**config.mk**
```make
export PLATFORM = sky130hd
export DESIGN_NAME = serial_async_sync_framing
export DESIGN_NICKNAME = d
export VERILOG_FILES = /design/src/core/serial_pkg.sv /design/src/core/serial_async_sync_framing.sv
export SDC_FILE = /design/constraint.sdc
export NUM_CORES = 1
export LEC_CHECK = 0
export BUFFER_PORTS_ARGS = -buffer_cell sky130_fd_sc_hd__buf_2
export CORE_MARGIN = 2
export CORE_UTILIZATION = 30
export CTS_BUF_LIST = sky130_fd_sc_hd__clkbuf_2 sky130_fd_sc_hd__clkbuf_4 sky130_fd_sc_hd__clkbuf_8
export CTS_CLUSTER_DIAMETER = 80
export DETAILED_ROUTE_END_ITERATION = 10
export PLACE_DENSITY = 0.5
export SYNTH_ARGS = -nofsm -noshare
export SYNTH_HDL_FRONTEND = slang
export SYNTH_SLANG_ARGS = --single-unit
```
**constraint.sdc**
```tcl
create_clock -name pclk -period 3.9 [get_ports pclk]
set_clock_uncertainty 0.1 [all_clocks]
set_input_delay 0.39 -clock pclk [delete_from_list [all_inputs] [get_ports pclk]]
set_output_delay 0.39 -clock pclk [all_outputs]
set_load 0.02 [all_outputs]
```
**src/core/serial_pkg.sv**
```systemverilog
// Shared constants and types for the asynchronous/clocked serial unit.
// Assumes a 32-bit APB slave with one aligned word per register.
package serial_pkg;

  // Register byte offsets on the APB bus
  localparam logic [7:0] OFS_MODE = 8'h00;
  localparam logic [7:0] OFS_BRATE = 8'h04;
  localparam logic [7:0] OFS_CTRL = 8'h08;
  localparam logic [7:0] OFS_TXDATA = 8'h0C;
  localparam logic [7:0] OFS_STATUS = 8'h10;
  localparam logic [7:0] OFS_RXDATA = 8'h14;
  localparam logic [7:0] OFS_ORDER = 8'h18;

  // Field positions in words that are not structs
  localparam int ORDER_BIT_POS = 3;
  localparam int BREAK_BIT_POS = 8;

  // Reset values
  localparam logic [7:0] BRATE_RESET = 8'hFF;

  // Bit timing on the 16x tick
  localparam logic [3:0] PHASE_SAMPLE = 4'h7;
  localparam logic [3:0] PHASE_MID = 4'h8;
  localparam logic [3:0] DATA_LAST_8 = 4'h7;
  localparam logic [3:0] DATA_LAST_7 = 4'h6;

  // Prescaler terminal counts: 2 * 4^n system clocks per step
  localparam logic [6:0] PRE_LAST_0 = 7'h01;
  localparam logic [6:0] PRE_LAST_1 = 7'h07;
  localparam logic [6:0] PRE_LAST_2 = 7'h1F;
  localparam logic [6:0] PRE_LAST_3 = 7'h7F;

  typedef struct packed {
    logic sync_mode;
    logic char_length_select;
    logic parity_enable;
    logic parity_odd;
    logic stop_two;
    logic multiproc_format_enable;
    logic [1:0] prescale_sel;
  } mode_t;

  typedef struct packed {
    logic tx_empty_irq_enable;
    logic rx_irq_enable;
    logic transmit_enable_bit;
    logic receive_enable_bit;
    logic mp_irq_enable;
    logic tx_end_irq_enable;
    logic clock_source_hi;
    logic clock_source_lo;
  } ctrl_t;

  typedef struct packed {
    logic tx_data_empty_flag;
    logic rx_data_full_flag;
    logic overrun_error_flag;
    logic framing_error_flag;
    logic parity_error_flag;
    logic tx_end_flag;
    logic mp_bit_received;
    logic mp_bit_transmit;
  } status_t;

  localparam mode_t MODE_RESET = '0;
  localparam ctrl_t CTRL_RESET = '0;
  localparam status_t STATUS_RESET = 8'h84;

  typedef enum logic [2:0] {TX_IDLE, TX_START, TX_DATA, TX_PAR, TX_STOP} tx_state_t;
  typedef enum logic [1:0] {RX_IDLE, RX_START, RX_BITS, RX_STOP} rx_state_t;

endpackage : serial_pkg

```
**src/core/serial_async_sync_framing.sv**
```systemverilog
// Serial unit: asynchronous start/stop framing or clocked 8-bit transfer,
// register access over APB. Line pins are sampled as synchronous to pclk.
// Behaviour
// - Async data field is 8 bits when length bit is 0, 7 when 1.
// - Optional parity or multiprocessor bit after data, then 1 or 2 stop bits.
// - Twelve async formats; multiprocessor format replaces parity in its slot.
// - Receiver flags framing, parity, overrun errors and a line break.
// - Clocked mode: 8 data bits, no extras, only overrun is detected.
// - Async clock select: port, bit-rate clock out, or external 16x clock in.
// - Clocked mode: drive serial clock from generator, or use received clock.
// - Async line idles high; each character starts with a fall to low.
// - Frame is start, data, optional parity/mp bit, then high stop bits.
// - Receiver syncs to start edge and samples at 8th of 16 ticks.
// - Async clock output runs at bit rate, rising mid transmitted bit.
// - Clearing transmit enable sets tx-empty and resets the shift register.
// - Clearing receive enable keeps receive flags and received data.
// - Async clock output starts as soon as the control setting is written.
// - Enables hand pins to the unit; transmitter marks, receiver waits.
// - Clearing tx-empty loads the shifter, sets the flag and starts sending.
// - Bit rate = clock / (64 * 2^(2n-1) * (N+1)) with a 2-bit prescaler.
// - Order bit picks LSB-first or MSB-first for both directions.
`timescale 1ns/1ps
module serial_async_sync_framing
  import serial_pkg::*;
(
  // APB slave
  input wire logic pclk,
  input wire logic presetn,
  input wire logic psel,
  input wire logic penable,
  input wire logic pwrite,
  input wire logic [7:0] paddr,
  input wire logic [31:0] pwdata,
  output logic [31:0] prdata,
  output logic pready,
  output logic pslverr,
  // Serial line
  input wire logic rxd,
  input wire logic sck_in,
  output logic txd,
  output logic txd_oe,
  output logic sck_out,
  output logic sck_oe,
  // Transmit-empty request
  output logic tx_empty_irq
);

  // Reverse bit order when MSB first; a 7-bit character reverses within its low 7 bits
  function automatic logic [7:0] bit_order(input logic [7:0] d, input logic seven,
                                           input logic msb_first);
    logic [7:0] rev;
    rev = '0;
    for (int i = 0; i < 8; i++) rev[i] = d[7 - i];
    if (!msb_first) return d;
    return seven ? {1'b0, rev[7:1]} : rev;
  endfunction : bit_order

  // Prescaler terminal count from the 2-bit select
  function automatic logic [6:0] pre_last(input logic [1:0] n);
    case (n)
      2'h0: return PRE_LAST_0;
      2'h1: return PRE_LAST_1;
      2'h2: return PRE_LAST_2;
      default: return PRE_LAST_3;
    endcase
  endfunction : pre_last

  mode_t mode_r;
  ctrl_t ctrl_r;
  status_t stat_r;
  logic [7:0] brate_r, tdr_r, rdr_r, tsh_r;
  logic order_r, brk_r, pready_r, pslverr_r, txd_r, txd_oe_r, sck_out_r, sck_oe_r;
  logic irq_r, tpar_r, tmpb_r, tstop2_r, rxd_q, sck_in_q, sy_sck_r;
  logic [31:0] prdata_r;
  logic [6:0] pre_cnt;
  logic [7:0] brg_cnt;
  logic [3:0] tx_ph, rx_ph, tcnt, rcnt;
  logic [8:0] rsh_r;
  tx_state_t tx_state;
  rx_state_t rx_state;

  // Bus decode
  wire logic setup = psel & ~penable;
  wire logic wr = psel & penable & pready_r & pwrite;
  wire logic addr_ok = paddr inside {OFS_MODE, OFS_BRATE, OFS_CTRL, OFS_TXDATA,
                                     OFS_STATUS, OFS_RXDATA, OFS_ORDER};
  wire logic wr_mode = wr & (paddr == OFS_MODE);
  wire logic wr_brate = wr & (paddr == OFS_BRATE);
  wire logic wr_ctrl = wr & (paddr == OFS_CTRL);
  wire logic wr_tdr = wr & (paddr == OFS_TXDATA);
  wire logic wr_stat = wr & (paddr == OFS_STATUS);
  wire logic wr_order = wr & (paddr == OFS_ORDER);
  wire status_t wst = status_t'(pwdata[7:0]);
  wire logic [31:0] rd_data =
    (paddr == OFS_MODE) ? 32'(mode_r) :
    (paddr == OFS_BRATE) ? 32'(brate_r) :
    (paddr == OFS_CTRL) ? 32'(ctrl_r) :
    (paddr == OFS_TXDATA) ? 32'(tdr_r) :
    (paddr == OFS_STATUS) ? (32'(stat_r) | (32'(brk_r) << BREAK_BIT_POS)) :
    (paddr == OFS_RXDATA) ? 32'(rdr_r) :
    (paddr == OFS_ORDER) ? (32'(order_r) << ORDER_BIT_POS) : 32'h0000_0000;

  // Mode shorthands
  wire logic sync = mode_r.sync_mode;
  wire logic seven = ~sync & mode_r.char_length_select;
  wire logic extra = ~sync & (mode_r.parity_enable | mode_r.multiproc_format_enable);
  wire logic te = ctrl_r.transmit_enable_bit;
  wire logic re = ctrl_r.receive_enable_bit;
  wire logic ext_clk = ctrl_r.clock_source_hi;
  wire logic sync_int = sync & ~ext_clk;
  wire logic [3:0] data_last = seven ? DATA_LAST_7 : DATA_LAST_8;
  wire logic [3:0] rcnt_last = data_last + {3'h0, extra};

  // Baud generator: one tick per 2*4^n*(N+1) clocks, 16 ticks per async bit
  wire logic pre_wrap = (pre_cnt == pre_last(mode_r.prescale_sel));
  wire logic tick_int = pre_wrap & (brg_cnt == brate_r);
  wire logic sck_rise = sck_in & ~sck_in_q;
  wire logic sck_fall = ~sck_in & sck_in_q;
  wire logic tick16 = ext_clk ? sck_rise : tick_int;
  wire logic [3:0] tx_ph_nxt = tick16 ? tx_ph + 4'h1 : tx_ph;
  wire logic bit_start = tick16 & (&tx_ph);
  wire logic rx_sample = tick16 & (rx_ph == PHASE_SAMPLE);

  // Clocked-mode serial clock: toggles per tick while a transfer runs
  wire logic sy_run = sync & ((tx_state == TX_DATA) | (rx_state == RX_BITS));
  wire logic sy_fall = sync_int ? (tick_int & sy_sck_r & sy_run) : sck_fall;
  wire logic sy_rise = sync_int ? (tick_int & ~sy_sck_r) : sck_rise;
  wire logic sy_sck_nxt = ~sync_int ? 1'b1 :
                          (tick_int & (sy_run | ~sy_sck_r)) ? ~sy_sck_r : sy_sck_r;
  wire logic drive_async_clk = ~sync & ~ext_clk & ctrl_r.clock_source_lo;

  // Transmit load and end conditions
  wire logic tx_evt = sync ? sy_fall : bit_start;
  wire logic tx_final_async = ~sync & (tx_state == TX_STOP) & bit_start &
                              (~mode_r.stop_two | tstop2_r);
  wire logic tx_final_sync = sync & (tx_state == TX_DATA) & sy_fall & (tcnt == DATA_LAST_8);
  wire logic tx_load = te & ~stat_r.tx_data_empty_flag &
                       ((tx_state == TX_IDLE) | tx_final_async | tx_final_sync);
  wire logic tx_end = te & stat_r.tx_data_empty_flag &
                      (tx_final_async | (sync & (tx_state == TX_STOP) & sy_rise));
  wire logic [7:0] tx_word = seven ? {1'b0, tdr_r[6:0]} : tdr_r;

  // Receive completion and checks
  wire logic rx_err = stat_r.overrun_error_flag | stat_r.framing_error_flag |
                      stat_r.parity_error_flag;
  wire logic rx_done = re & (((rx_state == RX_STOP) & rx_sample & ~sync) |
                       (sync & (rx_state == RX_BITS) & sy_rise & (rcnt == DATA_LAST_8)));
  wire logic [7:0] rx_raw = sync ? {rxd, rsh_r[6:0]} :
                            seven ? {1'b0, rsh_r[6:0]} : rsh_r[7:0];
  wire logic rx_pbit = rsh_r[data_last + 4'h1];
  wire logic stop_bad = ~sync & ~rxd;
  wire logic par_bad = ~sync & mode_r.parity_enable & ~mode_r.multiproc_format_enable &
                       (^rx_raw ^ rx_pbit ^ mode_r.parity_odd);
  wire logic rx_load = rx_done & ~stat_r.rx_data_full_flag;

  // APB answer: pready high in the first access cycle, no wait states
  always_ff @(posedge pclk or negedge presetn) begin
    if (!presetn) begin
      pready_r <= 1'b0;
      pslverr_r <= 1'b0;
      prdata_r <= '0;
    end else begin
      pready_r <= setup;
      pslverr_r <= setup & ~addr_ok;
      if (setup) prdata_r <= pwrite ? '0 : rd_data;
    end
  end

  // Software-owned registers
  always_ff @(posedge pclk or negedge presetn) begin
    if (!presetn) begin
      mode_r <= MODE_RESET;
      ctrl_r <= CTRL_RESET;
      brate_r <= BRATE_RESET;
      tdr_r <= '0;
      order_r <= 1'b0;
    end else begin
      if (wr_mode) mode_r <= mode_t'(pwdata[7:0]);
      if (wr_ctrl) ctrl_r <= ctrl_t'(pwdata[7:0]);
      if (wr_brate) brate_r <= pwdata[7:0];
      if (wr_tdr) tdr_r <= pwdata[7:0];
      if (wr_order) order_r <= pwdata[ORDER_BIT_POS];
    end
  end

  // Status flags: software writes 0 to clear, except tx-end which a transmit load clears; a hardware set wins the same cycle
  always_ff @(posedge pclk or negedge presetn) begin
    if (!presetn) begin
      stat_r <= STATUS_RESET;
      brk_r <= 1'b0;
    end else begin
      stat_r.tx_data_empty_flag <= (stat_r.tx_data_empty_flag & ~(wr_stat &
        ~wst.tx_data_empty_flag)) | tx_load | ~te;
      stat_r.tx_end_flag <= (stat_r.tx_end_flag & ~tx_load) | tx_end | ~te;
      if (wr_stat) stat_r.mp_bit_transmit <= wst.mp_bit_transmit;
      stat_r.rx_data_full_flag <= (stat_r.rx_data_full_flag & ~(wr_stat &
        ~wst.rx_data_full_flag)) | (rx_load & ~stop_bad & ~par_bad);
      stat_r.overrun_error_flag <= (stat_r.overrun_error_flag & ~(wr_stat &
        ~wst.overrun_error_flag)) | (rx_done & stat_r.rx_data_full_flag);
      stat_r.framing_error_flag <= (stat_r.framing_error_flag & ~(wr_stat &
        ~wst.framing_error_flag)) | (rx_load & stop_bad);
      stat_r.parity_error_flag <= (stat_r.parity_error_flag & ~(wr_stat &
        ~wst.parity_error_flag)) | (rx_load & par_bad);
      brk_r <= (brk_r & ~(wr_stat & ~wst.framing_error_flag)) |
               (rx_load & stop_bad & ~|rx_raw & ~(extra & rx_pbit));
      if (rx_load & ~sync & mode_r.multiproc_format_enable)
        stat_r.mp_bit_received <= rx_pbit;
    end
  end

  // Received data: kept when receive enable drops; overrun leaves it alone
  always_ff @(posedge pclk or negedge presetn) begin
    if (!presetn) rdr_r <= '0;
    else if (rx_load) rdr_r <= bit_order(rx_raw, seven, order_r);
  end

  // Baud generator, line sampling and 16x phase counter
  always_ff @(posedge pclk or negedge presetn) begin
    if (!presetn) begin
      pre_cnt <= '0;
      brg_cnt <= '0;
      tx_ph <= '0;
      rxd_q <= 1'b1;
      sck_in_q <= 1'b1;
      sy_sck_r <= 1'b1;
    end else begin
      pre_cnt <= pre_wrap ? '0 : pre_cnt + 7'h01;
      if (pre_wrap) brg_cnt <= (brg_cnt == brate_r) ? '0 : brg_cnt + 8'h01;
      tx_ph <= tx_ph_nxt;
      rxd_q <= rxd;
      sck_in_q <= sck_in;
      sy_sck_r <= sy_sck_nxt;
    end
  end

  // Transmitter; dropping transmit enable returns it to mark at once
  always_ff @(posedge pclk or negedge presetn) begin
    if (!presetn) begin
      tx_state <= TX_IDLE;
      txd_r <= 1'b1;
      tsh_r <= '0;
      tcnt <= '0;
      tpar_r <= 1'b0;
      tmpb_r <= 1'b0;
      tstop2_r <= 1'b0;
    end else if (!te) begin
      tx_state <= TX_IDLE;
      txd_r <= 1'b1;
      tsh_r <= '0;
      tcnt <= '0;
    end else begin
      case (tx_state)
        TX_IDLE: ;
        TX_START: if (bit_start) begin
          txd_r <= 1'b0;
          tx_state <= TX_DATA;
        end
        TX_DATA: if (tx_evt) begin
          txd_r <= tsh_r[0];
          tsh_r <= tsh_r >> 1;
          tcnt <= tcnt + 4'h1;
          if (tcnt == data_last) begin
            tstop2_r <= 1'b0;
            tx_state <= sync ? TX_STOP : (extra ? TX_PAR : TX_STOP);
          end
        end
        TX_PAR: if (bit_start) begin
          txd_r <= mode_r.multiproc_format_enable ? tmpb_r : tpar_r;
          tx_state <= TX_STOP;
        end
        TX_STOP: begin
          if (sync & sy_rise) tx_state <= TX_IDLE;
          if (~sync & bit_start) begin
            txd_r <= 1'b1;
            tstop2_r <= 1'b1;
            if (tx_final_async) tx_state <= TX_IDLE;
          end
        end
        default: tx_state <= TX_IDLE;
      endcase
      if (tx_load) begin
        tsh_r <= bit_order(tx_word, seven, order_r);
        tpar_r <= ^tx_word ^ mode_r.parity_odd;
        tmpb_r <= stat_r.mp_bit_transmit;
        tcnt <= '0;
        tx_state <= sync ? TX_DATA : TX_START;
      end
    end
  end

  // Receiver; an error flag blocks new characters until it is cleared
  always_ff @(posedge pclk or negedge presetn) begin
    if (!presetn) begin
      rx_state <= RX_IDLE;
      rx_ph <= '0;
      rcnt <= '0;
      rsh_r <= '0;
    end else if (!re) begin
      rx_state <= RX_IDLE;
      rcnt <= '0;
    end else begin
      if (tick16) rx_ph <= rx_ph + 4'h1;
      case (rx_state)
        RX_IDLE: if (!rx_err) begin
          rcnt <= '0;
          if (sync) begin
            if (~te | (tx_state != TX_IDLE)) rx_state <= RX_BITS;
          end else if (rxd_q & ~rxd) begin
            rx_ph <= '0;
            rx_state <= RX_START;
          end
        end
        RX_START: if (rx_sample) rx_state <= rxd ? RX_IDLE : RX_BITS;
        RX_BITS: begin
          if (sync ? sy_rise : rx_sample) begin
            rsh_r[rcnt] <= rxd;
            rcnt <= rcnt + 4'h1;
            if (sync & (rcnt == DATA_LAST_8)) rcnt <= '0;
            if (~sync & (rcnt == rcnt_last)) rx_state <= RX_STOP;
          end
        end
        RX_STOP: if (rx_sample) rx_state <= RX_IDLE;
        default: rx_state <= RX_IDLE;
      endcase
    end
  end

  // Pin drivers and request output, all registered
  always_ff @(posedge pclk or negedge presetn) begin
    if (!presetn) begin
      txd_oe_r <= 1'b0;
      sck_oe_r <= 1'b0;
      sck_out_r <= 1'b1;
      irq_r <= 1'b0;
    end else begin
      txd_oe_r <= te;
      sck_oe_r <= drive_async_clk | sync_int;
      sck_out_r <= sync ? sy_sck_nxt : tx_ph_nxt[3];
      irq_r <= ctrl_r.tx_empty_irq_enable & stat_r.tx_data_empty_flag;
    end
  end

  assign prdata = prdata_r;
  assign pready = pready_r;
  assign pslverr = pslverr_r;
  assign txd = txd_r;
  assign txd_oe = txd_oe_r;
  assign sck_out = sck_out_r;
  assign sck_oe = sck_oe_r;
  assign tx_empty_irq = irq_r;
endmodule : serial_async_sync_framing

```
* Yosys cells after proc, flatten, opt, wreduce, memory -nomap -nowiden
Index checks and enable logic that the tools add are counted.
W data, S select, Z words.
** Cells by class
- Reductions and logical operators :: 21
- Multiplexer cells :: 91
- Magnitude comparators :: 3
- Equality and inequality tests :: 45
- Add/sub/neg operators :: 8
- Bitwise logic cells :: 129
** Operator list (count)
- $mux W8 :: 15
- $and A1 B1 Y1 :: 77
- $mux W4 :: 15
- $mux W9 :: 6
- $mux W3 :: 11
- $not A1 Y1 :: 27
- $eq A8 B5 Y1 const B :: 3
- $mux W1 :: 23
- $mux W2 :: 11
- $ne A3 B3 Y1 const B :: 7
- $or A1 B1 Y1 :: 21
- $pmux W7 S3 :: 1
- $ne A4 B4 Y1 const B :: 5
- $add A4 B1 Y4 const B :: 4
- $eq A8 B4 Y1 const B :: 2
- $reduce_xor A8 Y1 :: 2
- $pmux W3 S5 :: 1
- $reduce_and A5 Y1 :: 3
- $eq A4 B3 Y1 const B :: 3
- $lt A4 B5 Y1 const B :: 2
- $bwmux W9 :: 1
- $ne A3 B1 Y1 const B :: 3
- $ne A3 B2 Y1 const B :: 3
- $or A8 B9 Y9 :: 1
- other kinds (40) :: 50
** Word-level totals
- Register bits after elaboration :: 148
- Output and inout bits :: 39
- Word-level logic and storage cells :: 350
- Bits of input ports :: 47

* Depth between registers and ports, before layout
- Word-level depth :: 16
- Mapped depth :: 12
- Gate-level depth less buffers :: 10

* Worst setup path before layout
OpenSTA, ideal clock, no wires.
- Path type :: register to register
- Start point :: register mode_r (netlist bit sync)
- End point :: register stat_r[6] (netlist name)
- Buffers on the path :: 3
- Slack :: 0.969 ns
- Period minus slack after synthesis :: 2.931 ns
- Required time :: 3.734 ns
- Library setup time :: 0.066 ns
- Cell stages (with the launch flop) :: 13
- Arrival time :: 2.765 ns
- Cells stage by stage :: dfrtp_1 > clkbuf_1 > clkbuf_1 > clkbuf_1 > a22oi_1 > ha_1 > xnor2_1 > xnor2_1 > xnor2_1 > xnor2_1 > nor4b_1 > or4_1 > nand2_1
** Between the ends
- Word-level cells in the longest chain between the ends :: 12
- Elaborated cells between the ends (all ways) :: 29
- Classes of those cells :: 1 x add/sub; 6 x mux; 21 x bitwise; 1 x reduce/logical
** RTL lines
- start: declaration :: line serial_async_sync_framing.sv:68 : mode_t mode_r;
- start signal: assignment :: line serial_async_sync_framing.sv:178 : if (wr_mode) mode_r <= mode_t'(pwdata[7:0]);
- $not A1 Y1
- $and A1 B1 Y1 :: line serial_async_sync_framing.sv:105 : wire logic seven = ~sync & mode_r.char_length_select;
- $mux W1 :: line serial_async_sync_framing.sv:111 : wire logic [3:0] data_last = seven ? DATA_LAST_7 : DATA_LAST_8;
- $add A3 B1 Y4 :: line serial_async_sync_framing.sv:150 : wire logic rx_pbit = rsh_r[data_last + 4'h1];
- $bmux W1 S4 :: line serial_async_sync_framing.sv:150
- $mux W1 (not written as such) :: line serial_async_sync_framing.sv:150
- $xor A1 B1 Y1 (2 in a row) :: line serial_async_sync_framing.sv:153 : (^rx_raw ^ rx_pbit ^ mode_r.parity_odd);
- $and A1 B1 Y1 :: line serial_async_sync_framing.sv:152 : wire logic par_bad = ~sync & mode_r.parity_enable & ~mode_r.multiproc_format_enable &
- $not A1 Y1 :: line serial_async_sync_framing.sv:197 : ~wst.rx_data_full_flag)) | (rx_load & ~stop_bad & ~par_bad);
- $and A1 B1 Y1 * :: line serial_async_sync_framing.sv:197
- $or A1 B1 Y1 * :: line serial_async_sync_framing.sv:197
- end: declaration :: line serial_async_sync_framing.sv:70 : status_t stat_r;
Mark *: on every way between the ends. The rest lies on a longest branch, timed or not. The select of a mux whose other input is x is not followed.
A chain may end at the register's enable or synchronous reset.

* Final worst setup path
- Start point :: register mode_r[1] (netlist name)
- End point :: register tx_state[0]
** Between the ends
- Word-level cells in the longest chain between the ends :: 13
- Elaborated cells between the ends (all ways) :: 35
- Classes of those cells :: 8 x eq/ne; 11 x mux; 14 x bitwise; 2 x reduce/logical
** RTL lines
- $eq A2 B2 Y1 (tied with other cells) :: line serial_async_sync_framing.sv:60 : case (n)
- $pmux W7 S3 * :: line serial_async_sync_framing.sv:60
- $eq A7 B7 Y1 * :: line serial_async_sync_framing.sv:115 : wire logic pre_wrap = (pre_cnt == pre_last(mode_r.prescale_sel));
- $and A1 B1 Y1 * :: line serial_async_sync_framing.sv:116 : wire logic tick_int = pre_wrap & (brg_cnt == brate_r);
- $mux W1 (tied with other cells) :: line serial_async_sync_framing.sv:119 : wire logic tick16 = ext_clk ? sck_rise : tick_int;
- $and A1 B1 Y1 (tied with other cells) :: line serial_async_sync_framing.sv:121 : wire logic bit_start = tick16 & (&tx_ph);
- $and A1 B1 Y1 (tied with other cells) (2 in a row) :: line serial_async_sync_framing.sv:134 : wire logic tx_final_async = ~sync & (tx_state == TX_STOP) & bit_start &
- $or A1 B1 Y1 (tied with other cells) :: line serial_async_sync_framing.sv:138 : ((tx_state == TX_IDLE) | tx_final_async | tx_final_sync);
- $or A1 B1 Y1 / $mux W3 (equally long branches) :: line serial_async_sync_framing.sv:138, serial_async_sync_framing.sv:273
- $and A1 B1 Y1 / $pmux W3 S5 (equally long branches) :: line serial_async_sync_framing.sv:137, serial_async_sync_framing.sv:252
- $ne A4 B3 Y1 (no source line) (tied with other cells)
- $reduce_and A5 Y1 (no source line) / $mux W3 (equally long branches)
- end signal: assignment :: line serial_async_sync_framing.sv:264 : tx_state <= sync ? TX_STOP : (extra ? TX_PAR : TX_STOP);
- end signal: assignment :: line serial_async_sync_framing.sv:286 : tx_state <= sync ? TX_DATA : TX_START;
- end: declaration :: line serial_async_sync_framing.sv:79 : tx_state_t tx_state;
Mark *: on every way between the ends. The rest lies on a longest branch, timed or not.

==> flow_metrics.env <==
export IMPL_boundaryPins=86
export IMPL_cts_tree="yes"
export IMPL_drive_above_1_share_pct=20.6
export IMPL_die_h_um=159
export IMPL_num_rows=56
export IMPL_clock_latency_ns=0.45
export IMPL_portBuffers=38
export IMPL_r2r_end="tx_state[0]$_DFFE_PN0P_"
export IMPL_die_area_mm2=0.0254
export IMPL_grt_usage_pct=15.8
export IMPL_viasPerCell=5.13
export IMPL_leakage_nw=3.47
export IMPL_setup_viol=0
export IMPL_hold_violations=0
export IMPL_yosysUniqueCellTypes=70
export IMPL_dpl_cell_area_mm2=0.00769
export IMPL_start_util_pct=30.7
export IMPL_overflow=0
export IMPL_yosysMostFrequentCell="dfrtp_1"
export IMPL_seqCellArea_mm2=0.00315
export IMPL_ir_worst_vdd_mv=0.212
export IMPL_fin_crit_ns=3.19
export IMPL_stdcell_area_mm2=0.00811
export IMPL_syn_instance_count=753
export IMPL_drcViolationCount=0
export IMPL_slew_headroom_pct=29.6
export IMPL_htree_levels=4
export IMPL_hold_path_class="in -> reg"
export IMPL_cp_arrival_ns=3.41
export IMPL_critPathLaunchType="flop"
export IMPL_antenna_left=0
export IMPL_finalNetCount=846
export IMPL_grt_pass1_vias=5659
export IMPL_rr_worst_depth=7
export IMPL_root_buffer="clkbuf_8"
export IMPL_slew_viol_final=0
export IMPL_antenna_found_initial=0
export IMPL_rrSetupSlack_ns=0.71
export IMPL_drt_initial_drc_count=393
export IMPL_hold_start="rxd"
export IMPL_multiInputGateArea_mm2=0.00375
export IMPL_critPathCaptureType="flop"
export IMPL_cts_hold_buf=2
export IMPL_post_cts_resized=0
export IMPL_dp_hpwl_um=14000
export IMPL_synth_top_area_share_pct=38.0
export IMPL_ys_async_sr_fraction_pct=100
export IMPL_wl_per_cell_um=17.6
export IMPL_maxCapViolCount=0
export IMPL_status="finished clean"
export IMPL_cts_setup_buffers=0
export IMPL_gp_congestion=0.802
export IMPL_fillCellCount=2471
export IMPL_totalWireLength_um=19600
export IMPL_cp_data_required_time_ns=4.12
export IMPL_synth_area_mm2=0.00724
export IMPL_yosysTopAreaCell="dfrtp_1"
export IMPL_vias=5733
export IMPL_die_w_um=159
export IMPL_grt_pass1_wl_um=31700
export IMPL_worst_slew_pin_slew_ns=1.06
export IMPL_layout_setup_ws_ns=0.713
export IMPL_place_worst_setup_slack_ns=0.729
export IMPL_power_density_mw_per_mm2=374
export IMPL_hold_slack_ns=0.0391
export IMPL_numClockSinks=125
export IMPL_hold_end="rxd_q$_DFF_PN1_"
export IMPL_min_delay_path_depth=1
export IMPL_r2r_start="mode_r[1]$_DFFE_PN0P_"
export IMPL_area_delta_synth_final_pct=12.0
export IMPL_synth_edf_count=0
export IMPL_core_area_mm2=0.0236
export IMPL_clock_tree_buffer_depth=2
export IMPL_worstSetupPathType="reg -> reg"
export IMPL_ys_ff_latch=125
export IMPL_synth_area_leaders="dfrtp_1 38%, mux2_2 8.2%, dfstp_2 5.4%"
export IMPL_fmaxAchievable_mhz=314
export IMPL_rsz0062_at_grt="false"
export IMPL_post_route_period_util_pct=81.7
export IMPL_synth_ff_type="dfrtp_1"
export IMPL_firstDrtPassIters=7
export IMPL_cts_made_buffers=17
export IMPL_n_antenna_cell=0
export IMPL_grt_max_degree=77
export IMPL_tns_ns=0
export IMPL_crit_fanout=12
export IMPL_synth_warnings=0
export IMPL_path_clk_slew_ns=0.08
export IMPL_ys_seq_area_share_pct=43.4
export IMPL_synthTopCellsByCount="110 x dfrtp_1, 65 x nand2_1, 56 x nor2_1, 53 x mux2_2, 53 x o21ai_0"
export IMPL_synth_area_per_cell_um2=9.62
==> power breakdown <==
group          internal [mW]  total (mW)  switching [mW]
Combinational          0.159       0.472           0.313
Sequential              1.35        1.39          0.0451
Clock                  0.602        1.17           0.564
==> state kept, by name, summed over array words and instances (netlist names), 5 cells and up <==
| register | count |
|---|---|
| pre_cnt | 7 |
| mode_r | 7 |
| tdr_r | 8 |
| tsh_r | 8 |
| rdr_r | 8 |
| brg_cnt | 8 |
| brate_r | 8 |
| stat_r | 8 |
| rsh_r | 9 |
| ctrl_r | 5 |
| prdata | 9 |
==> layout by cell type (no fill, tap or decap), drive strengths merged, types with 14 or more instances in the layout <==
cell and n:
dfrtp 110, nand2 65, nor2 57, o21ai 54
mux2 53, buf 53, nand3 42, a21oi 37
xnor2 27, conb 23, inv 22, clkbuf 19
mux2i 15, dfstp 15, a31oi 14, ha 14
nand4 14
==> how the worst max path moves through the flow <==
stage,start,endpoint,slack [ns]
finish,mode_r[1]$_DFFE_PN0P_,tx_state[0]$_DFFE_PN0P_,0.71
global route,mode_r[1]$_DFFE_PN0P_,tx_state[0]$_DFFE_PN0P_,0.53
CTS,mode_r[1]$_DFFE_PN0P_,tx_state[0]$_DFFE_PN0P_,0.70
detailed placement,mode_r[1]$_DFFE_PN0P_,tx_state[0]$_DFFE_PN0P_,0.73
global placement,mode_r[1]$_DFFE_PN0P_,rdr_r[1]$_DFFE_PN0P_,0.73
floorplan,sync$_DFFE_PN0P_,stat_r[6]$_DFF_PN0_,0.97
==> kinds of logic (layout without fill, tap and decap cells) <==
kind of cell / count (synthesis) / after routing / synth area share, %
compound gates: 176 / 176 / 15.8
xor+xnor: 33 / 33 / 3.99
fa+ha+maj: 14 / 14 / 2.42
buf+inv: 86 / 109 / 5.91
flops: 125 / 125 / 43.4
mux: 69 / 69 / 10.7
other cells: 1 / 23 / 0.0518
simple gates: 249 / 249 / 17.7
==> metrics by stage <==
stage	utilization, %	instances	total power [mW]
6_report	34.4	1117	3.03
5_1_grt	34.4	1117	3.19
4_1_cts	34.4	1117	3.07
3_5_place_dp	32.6	1083	1.89
3_3_place_gp	32.6	1083	1.89
2_1_floorplan	-	775	1.74
==> layout make-up <==
| cell class | instances | area share, % |
|---|---|---|
| multi-input combinational | 564 | 46.2 |
| sequential | 125 | 38.8 |
| tap | 319 | 4.92 |
| timing repair buffer | 55 | 4.06 |
| clock buffer | 19 | 3.22 |
| clock inverter | 13 | 1.76 |
| inverter | 22 | 1.02 |
==> metal layers <==
layer / GRT usage [%] / wire length, um / vias up
met2: 24.4 / 9060 / 105
met1: 22.1 / 9570 / 2843
met3: 3.41 / 647 / 22
met4: 5.00 / 353 / 0
met5: 0 / 0 / -
li1: - / - / 2763
==> worst max-delay path, cell delays in order (launching register included) <==
cell,delay (ns)
dfrtp_1,0.48
or4_1,0.56
nand3_2,0.10
nand4_4,0.24
nor4_1,0.36
o21bai_1,0.35
and2_1,0.47
o311ai_0,0.38
No activity file was read; power rests on OpenSTA's default activity.
